===== src/bcoc_pkg.sv =====
/*
  bcoc_pkg: constants for the batch counter and output control block.
  Assumes a 125 MHz system clock; the batch spacing count derives from it.
*/
package bcoc_pkg;
  localparam int CLK_MHZ = 125;
  localparam int GAP_US = 1000;                    // least batch spacing
  localparam int GAP_CYC = GAP_US * CLK_MHZ;       // exact, no rounding
  localparam int GAP_W = 17;
  localparam int BPV_W = 14;
  localparam logic [13:0] BPV_MAX = 14'h270F;      // 9999
  localparam logic [13:0] BPV_RST = 14'h0000;
  localparam int CV_W = 24;
  localparam logic [23:0] CV_ZERO = 24'h000000;
  localparam logic [23:0] OVF_PATTERN = 24'hFFFFFF;
  localparam int DIP_W = 2;
  localparam int DIP_PM = 0;                       // +/- range variant
  localparam int DIP_TWO = 1;                      // two-stage model
  localparam int SYNC_W = DIP_W + 2;
  localparam logic [2:0] BOOT_LAST = 3'h4;         // filter settles first
endpackage


===== src/bcoc_top.sv =====
/*
  bcoc_top: batch counter stage, control and batch output decisions,
  error freeze and power-up configuration sampling.
  Assumes the count core gives same-clock strobes and values; keys, reset
  input and dip switches are asynchronous pins. nrst marks power-up.
*/
`timescale 1ns/1ps
module bcoc_top #(
  parameter int GAP_CYC = bcoc_pkg::GAP_CYC
) (
  input wire logic clk_sys, // 125 MHz
  input wire logic nrst, // power-up reset, sync
  input wire logic [bcoc_pkg::DIP_W-1:0] dip_sw, // pin, async
  input wire logic reset_key, // pin, async
  input wire logic reset_in, // pin, async
  input wire logic nv_batch_on, // retained batch output state
  input wire logic counting, // core is counting
  input wire logic [bcoc_pkg::CV_W-1:0] cnt_pv, // present value
  input wire logic [bcoc_pkg::CV_W-1:0] cnt_sv, // edited set value
  input wire logic pv_below_min, // core underflow strobe
  input wire logic pv_above_max, // core overflow strobe
  input wire logic stage1_hit, // single set value reached
  input wire logic stage2_hit, // second_stage_setpoint reached
  input wire logic diag_err, // diagnostic error
  input wire logic cpu_fault, // processor fault
  input wire logic batch_rst, // batch count reset
  input wire logic [bcoc_pkg::BPV_W-1:0] batch_sv, // batch set value
  output logic ready_q, // configuration taken
  output logic cfg_pm_q, // +/- range variant
  output logic cfg_two_q, // two-stage model
  output logic ctrl_out_q, // control output
  output logic batch_out_q, // batch output, also to retain store
  output logic [bcoc_pkg::BPV_W-1:0] batch_pv_q, // batch present value
  output logic uflow_q, // underflow display
  output logic oflow_q, // overflow display
  output logic [bcoc_pkg::CV_W-1:0] err_disp_q, // all-F on overflow
  output logic pv_clear_q // clear present value in core
);
  import bcoc_pkg::*;

  logic [SYNC_W-1:0] s1_q, s2_q, s3_q, filt_q, pins;
  logic [2:0] boot_q;
  logic [GAP_W-1:0] gap_q;
  logic inhibit_q;
  logic rst_any, stage_hit, accept, hold, kill;

  // pins pass three flops; a level counts once stages two and three agree
  genvar gi;
  generate
    for (gi = 0; gi < SYNC_W; gi++)
    begin : g_sync
      always_ff @(posedge clk_sys)
      begin
        if (!nrst)
        begin
          s1_q[gi] <= 1'b0;
          s2_q[gi] <= 1'b0;
          s3_q[gi] <= 1'b0;
          filt_q[gi] <= 1'b0;
        end
        else
        begin
          s1_q[gi] <= pins[gi];
          s2_q[gi] <= s1_q[gi];
          s3_q[gi] <= s2_q[gi];
          if (s2_q[gi] == s3_q[gi])
            filt_q[gi] <= s3_q[gi];
        end
      end
    end
  endgenerate

  assign pins = {dip_sw, reset_in, reset_key};
  assign rst_any = ready_q & (filt_q[0] | filt_q[1]);
  assign hold = uflow_q | oflow_q;
  assign kill = cpu_fault | diag_err | rst_any;
  assign stage_hit = cfg_two_q ? stage2_hit : stage1_hit;
  // a hit inside the guard window is dropped, not queued
  assign accept = ready_q & stage_hit & (gap_q == '0);

  // boot: let the filter settle, then take straps once
  always_ff @(posedge clk_sys)
  begin
    if (!nrst)
    begin
      boot_q <= 3'h0;
      ready_q <= 1'b0;
      cfg_pm_q <= 1'b0;
      cfg_two_q <= 1'b0;
    end
    else if (!ready_q)
    begin
      boot_q <= boot_q + 3'h1;
      if (boot_q == BOOT_LAST)
      begin
        ready_q <= 1'b1;
        cfg_pm_q <= filt_q[DIP_PM+2];
        cfg_two_q <= filt_q[DIP_TWO+2];
      end
    end
  end

  always_ff @(posedge clk_sys)
  begin
    if (!nrst)
      gap_q <= '0;
    else if (accept)
      gap_q <= GAP_W'(GAP_CYC - 1);
    else if (gap_q != '0)
      gap_q <= gap_q - GAP_W'(1);
  end

  always_ff @(posedge clk_sys)
  begin
    if (!nrst)
      batch_pv_q <= BPV_RST;
    else if (batch_rst)
      batch_pv_q <= BPV_RST;
    else if (accept)
      batch_pv_q <= (batch_pv_q == BPV_MAX) ? BPV_RST :
                    batch_pv_q + 14'h0001;
  end

  // batch output ignores the reset key; only batch reset or fault drop it
  always_ff @(posedge clk_sys)
  begin
    if (!nrst)
      batch_out_q <= 1'b0;
    else if (cpu_fault || (ready_q && batch_rst))
      batch_out_q <= 1'b0;
    else if (!ready_q)
    begin
      if (boot_q == BOOT_LAST)
        batch_out_q <= nv_batch_on;
    end
    else if (batch_sv != BPV_RST && batch_pv_q >= batch_sv)
      batch_out_q <= 1'b1;
  end

  // outside the +/- variant, a zero set at reset locks output until a nonzero set is entered
  always_ff @(posedge clk_sys)
  begin
    if (!nrst)
      inhibit_q <= 1'b0;
    else if (rst_any)
      inhibit_q <= (cnt_sv == CV_ZERO) && !cfg_pm_q;
    else if (cnt_sv != CV_ZERO)
      inhibit_q <= 1'b0;
  end

  always_ff @(posedge clk_sys)
  begin
    if (!nrst)
      ctrl_out_q <= 1'b0;
    else if (kill)
      ctrl_out_q <= 1'b0;
    else if (hold || !ready_q)
      ctrl_out_q <= ctrl_out_q;
    else if (counting && !inhibit_q && cnt_pv == cnt_sv)
      ctrl_out_q <= 1'b1;
  end

  // error set wins over a reset seen in the same cycle
  always_ff @(posedge clk_sys)
  begin
    if (!nrst)
    begin
      uflow_q <= 1'b0;
      oflow_q <= 1'b0;
      err_disp_q <= CV_ZERO;
    end
    else
    begin
      if (ready_q && cfg_pm_q && pv_below_min)
        uflow_q <= 1'b1;
      else if (rst_any)
        uflow_q <= 1'b0;
      if (ready_q && cfg_pm_q && pv_above_max)
      begin
        oflow_q <= 1'b1;
        err_disp_q <= OVF_PATTERN;
      end
      else if (rst_any)
      begin
        oflow_q <= 1'b0;
        err_disp_q <= CV_ZERO;
      end
    end
  end

  always_ff @(posedge clk_sys)
  begin
    if (!nrst)
      pv_clear_q <= 1'b0;
    else
      pv_clear_q <= rst_any | (ready_q & diag_err);
  end
endmodule


===== config.mk =====
export PLATFORM = sky130hd
export DESIGN_NAME = bcoc_top
export DESIGN_NICKNAME = d
export VERILOG_FILES = /design/src/bcoc_pkg.sv /design/src/bcoc_top.sv
export SDC_FILE = /design/constraint.sdc
export NUM_CORES = 1
export LEC_CHECK = 0
export ABC_CLOCK_PERIOD_IN_PS = 2400
export BUFFER_PORTS_ARGS = -buffer_cell sky130_fd_sc_hd__buf_2
export CAP_MARGIN = 25
export CORE_MARGIN = 4
export CORE_UTILIZATION = 45
export DETAILED_ROUTE_END_ITERATION = 6
export PLACE_DENSITY = 0.74
export RECOVER_POWER = 50
export REMOVE_ABC_BUFFERS = 1
export SLEW_MARGIN = 20
export SYNTH_ARGS = -nofsm -noshare
export SYNTH_HDL_FRONTEND = slang
export SYNTH_SLANG_ARGS = --single-unit

===== constraint.sdc =====
create_clock -name clk_sys -period 2.4 [get_ports clk_sys]
set_input_delay 0.48 -clock clk_sys [delete_from_list [all_inputs] [get_ports clk_sys]]
set_output_delay 0.48 -clock clk_sys [all_outputs]
set_load 0.02 [all_outputs]

# == Word-level counts from Yosys, hierarchy flattened ==
# Index checks and enable logic that the tools add are counted.
# word_totals
in_bits,77
out_inout_bits,46
reg_bits,83
word_cells,100
# classes
mux,16
n_addsub,3
n_bitwise,12
eq_ne,8
order_cmp,1
n_reduce_logical,30
# ops
cell,count
two-way mux 24 bit,2
two-way mux 17 bit,2
equality test 24 bit,1
logical NOT 24 bit,1
nonzero test 24 bit,1
logical NOT 17 bit,1
nonzero test 17 bit,1
"subtractor 17 x 1 -> 17 bit, second input constant",1
"adder 14 x 1 -> 14 bit, second input constant",1
"equality test 14 bit, second input constant",1
>= comparator 14 bit,1
two-way mux 14 bit,1
nonzero test 14 bit,1
two-way mux 1 bit,11
nonzero test 2 bit,5
logical AND 1 bit,8
OR reduction 2 bit,4
AND reduction 2 bit,3
OR 1 bit,5
AND 1 bit,4
equality test 1 bit,4
"adder 3 x 1 -> 3 bit, second input constant",1
"equality test 3 bit, second input constant",1
logical NOT 1 bit,3
3 further kinds,6

# == Logic depth before layout (Yosys ltp) ==
# logic_depth
word_depth,4
depth_mapped,9

# == Worst setup path before layout ==
# No wires, ideal clock.
# synth_timing
path_type,flip-flop to flip-flop
start,reg gap_q[11]
end,reg batch_pv_q[10] (netlist name)
period_less_slack_ps,2625
slack_ps,-225
path_buffers,2
path_stages_with_launch,8
t_required_ps,2330
t_arrival_ps,2555
setup_time_ps,70
cell_sequence,dfxtp_1 or4_4 or3_1 buf_6 or4_4 buf_6 or4_1 a21oi_1
# synth_via
elab_chain_len,2
# synth_rtl
item,line,source
"start, declared",bcoc_top.sv:43,logic [GAP_W-1:0] gap_q;
"start signal, assigned",bcoc_top.sv:108,gap_q <= GAP_W'(GAP_CYC - 1);
"start signal, assigned",bcoc_top.sv:110,gap_q <= gap_q - GAP_W'(1);
logical NOT 17 bit,bcoc_top.sv:79,assign accept = ready_q & stage_hit & (gap_q == '0);
AND 1 bit,bcoc_top.sv:79,
"end signal, assigned",bcoc_top.sv:120,batch_pv_q <= (batch_pv_q == BPV_MAX) ? BPV_RST :
"end, declared",bcoc_top.sv:33,"output logic [bcoc_pkg::BPV_W-1:0] batch_pv_q,"
# No other way between the ends.
# A chain may end at the register's enable or synchronous reset.

# == Worst setup path after layout ==
# Same ends and word-level chain as after synthesis.

==> flow_summary_export.csv <==
group,metric,value,unit
detailed_routing,drcViolationCount,0,
place,dp_slack,-0.0591,ns
run_status,status,"finished clean",
final_layout,nFillCells,699,
detailed_routing,wirelength,8180,µm
setup_path,startpoint_type,"flip-flop",
synthesis,async_flop_share,0,%
timing,setup_tns,0,ns
power_and_ir_drop,p_sw,1.27,mW
clocking,cts-root-buf,"clkbuf_8",
final_layout,num-nets-final,606,
final_layout,drive_gt1_share,27.6,%
setup_path,cp_max_fo,8,
setup_path,cpMaxStageDelayCell,"or4_4",
final_layout,antenna_cells,0,
run,max_cap_violations,0,
power_and_ir_drop,internal_power,2.18,mW
setup_path,critical_path_class,"reg -> reg",
timing,setup_violations,0,
global_route,grt_max_degree,28,
place,dp_hpwl,6470,µm
floorplan,num_rows,31,
floorplan,io_pins,123,
synthesis,synth_top_area_cell,"dfxtp_1",
timing,slew_violations,0,
synthesis,synth_top_area_share,35.5,%
synthesis,synth_warnings,0,
clocking,clk_pin_slew,0.07,ns
setup_path,crit_path_max_incr_delay,0.53,ns
clocking,clockBufferDepth,2,
setup_path,reg2reg_slack,0.04,ns
timing,skew,0.0102,ns
detailed_routing,ant_nets,0,
synthesis,yosysMostFrequentCell,"dfxtp_1",
synthesis,synth_seq_cells,59,
synthesis,syn_avg_cell_area,8.48,µm²
detailed_routing,firstDrtPassIters,6,
power_and_ir_drop,power_frac_seq,36.1,%
setup_path,critical_path_arrival,2.63,ns
detailed_routing,via_per_inst,5.06,
clocking,htreeDepth,3,
floorplan,die_w,94.0,µm
global_route,grt_util_all_layers,18.2,%
place,place_congestion,0.832,
power_and_ir_drop,cellLeakagePower,1.81,nW
timing,grt_setup_unrepaired,"true",
final_layout,syn2layout_area_growth,23.7,%
clocking,numCtsBuffers,9,
setup_path,required,2.67,ns
floorplan,die_area,8830,µm²
place,io_buffers,122,
synthesis,synth_cell_type_count,44,
global_route,grt_pass1_vias,2867,
timing,fmaxAchievable,423,MHz
clocking,cts_tree,"done",
floorplan,die_y,94.0,µm
timing,hold_viol_final,0,
power_and_ir_drop,power_frac_comb,41.3,%
setup_path,end_kind,"flip-flop",
synthesis,synthCells,392,
floorplan,core,7210,µm²
floorplan,initial_core_util,46.1,%
clocking,clk_latency,0.34,ns
power_and_ir_drop,switching_share,36.8,%
synthesis,synth_area,3330,µm²
detailed_routing,drt_iter0_drc,105,
power_and_ir_drop,power_frac_clock,22.5,%
synthesis,synth_enable_flop_cells,0,
detailed_routing,vias,3106,
clocking,cts_sinks,59,
synthesis,synth_ff_type,"dfxtp_1",
synthesis,synth.area.top_cells,"dfxtp_1, ha_1, xor2_1, buf_4, nor2_1",
setup_path,cp_cell_sequence,"or4_4, or3_4, or4_4, or4_1, a21oi_1",
power_and_ir_drop,peakVddDrop,586,µV
timing,min_period,2.36,ns
synthesis,ys_seq_area_share,35.5,%
timing,setup_ws,0.0374,ns
global_route,grt_remaining_overflow,0,
setup_path,path_buf_inv,0,
setup_path,critPathTopFamily,"simple AND/OR/NAND/NOR gates",
global_route,antenna_found_initial,0,
setup_path,critPathMostFrequentCell,"or4_4",
synthesis,yosys-top-cells-count,"dfxtp_1, nor2_1, nand2_1",
detailed_routing,routedWlPerCell,13.3,µm
global_route,grt_pass1_wl,12900,µm
power_and_ir_drop,p_per_area,839,nW/µm²
timing,min_period_over_period,98.4,%
min_path,hp-class,"in -> reg",
timing,worst_pin_slew,0.819,ns
timing,relSlewSlack,45.4,%
power by group through the flow:
| stage | Combinational, mW | Sequential, mW | Clock (mW) |
|---|---|---|---|
| after global placement | 1.32 | 1.25 | 0 |
| after global routing | 1.56 | 1.27 | 0.843 |
| after CTS | 1.37 | 1.24 | 0.802 |
| after floorplan | 0.870 | 1.25 | 0 |
| after detailed placement | 1.36 | 1.26 | 0 |
| final | 1.43 | 1.25 | 0.778 |
layer usage:
metal | global-route usage, % | part of all wire, %
met5 | 0 | 0
met4 | 4.57 | 0.38
met3 | 5.13 | 5.8
met2 | 30.3 | 48
met1 | 23.0 | 45
worst register-to-register path, delay by kind of cell, from the launching register on:
kind             cells  cell delay (ns)
flip-flops           1             0.32
AO/OA/AOI/OAI        1             0.15
AND/OR/NAND/NOR      4             1.84
sequential cells by signal, summed over array words and instances (netlist names), 3 cells and up:
register	count
boot_q	3
batch_pv_q	14
gap_q	17
filt_q	4
s2_q	4
s1_q	4
s3_q	4
metrics by stage:
stage          instances  util, %  area, µm²  hold slack, ns  power [mW]
3_3_place_gp         598     55.0       3970           0.415        2.57
5_1_grt              614     57.0       4110           0.330        3.67
2_1_floorplan        359        -       3100           0.412        2.12
3_5_place_dp         598     55.0       3970           0.418        2.62
6_report             614     57.0       4110           0.347        3.45
4_1_cts              614     57.3       4130           0.321        3.41
worst paths after layout:
check,startpoint,end,cells after the start
worst max register to register,gap_q[11],batch_pv_q[10],5
worst min register to register,s1_q[0],s2_q[0],1
worst max-delay path,gap_q[11],batch_pv_q[10],5
worst min-delay path,reset_key,s1_q[0],2
final cells by class:
cell class	instances	area, µm²	area share, %
sequential	59	1180	28.7
clock inverter	7	43.8	1.06
multi-input combinational	279	1850	45.0
timing repair buffer	140	711	17.3
tap	99	124	3.01
inverter	21	78.8	1.92
clock buffer	9	124	3.01
cell usage in the layout (no fill, tap or decap), drive strengths merged, types with 4 or more instances in the layout:
cell type    n
nand4        9
nor4        16
a21oi       22
and2        15
nand3       11
or4          4
or3          7
xor2        24
ha          19
buf        116
xnor2       16
a211oi       6
o21ai       14
nor2        39
nand2       25
clkinv       4
clkbuf      33
dfxtp       59
nor3        16
inv         22
logic make-up after synthesis:
kind of cell / count (synthesis) / synth area share (%)
compound gates: 62 / 12.1
xor+xnor: 40 / 10.5
fa+ha+maj: 19 / 7.15
buf+inv: 54 / 9.26
flops: 59 / 35.5
mux: 4 / 1.24
simple gates: 154 / 24.2
repair_timing:
item | in CTS | in global routing
setup buffers | 0 | 0
resized for setup | 0 | 3
hold buffers | 0 | 0
hold endpoints to repair | 0 | 0
endpoints found under the setup margin | 1 | 1
pin swaps | 1 | 0
Note: power is estimated with default switching activity, not from simulation.
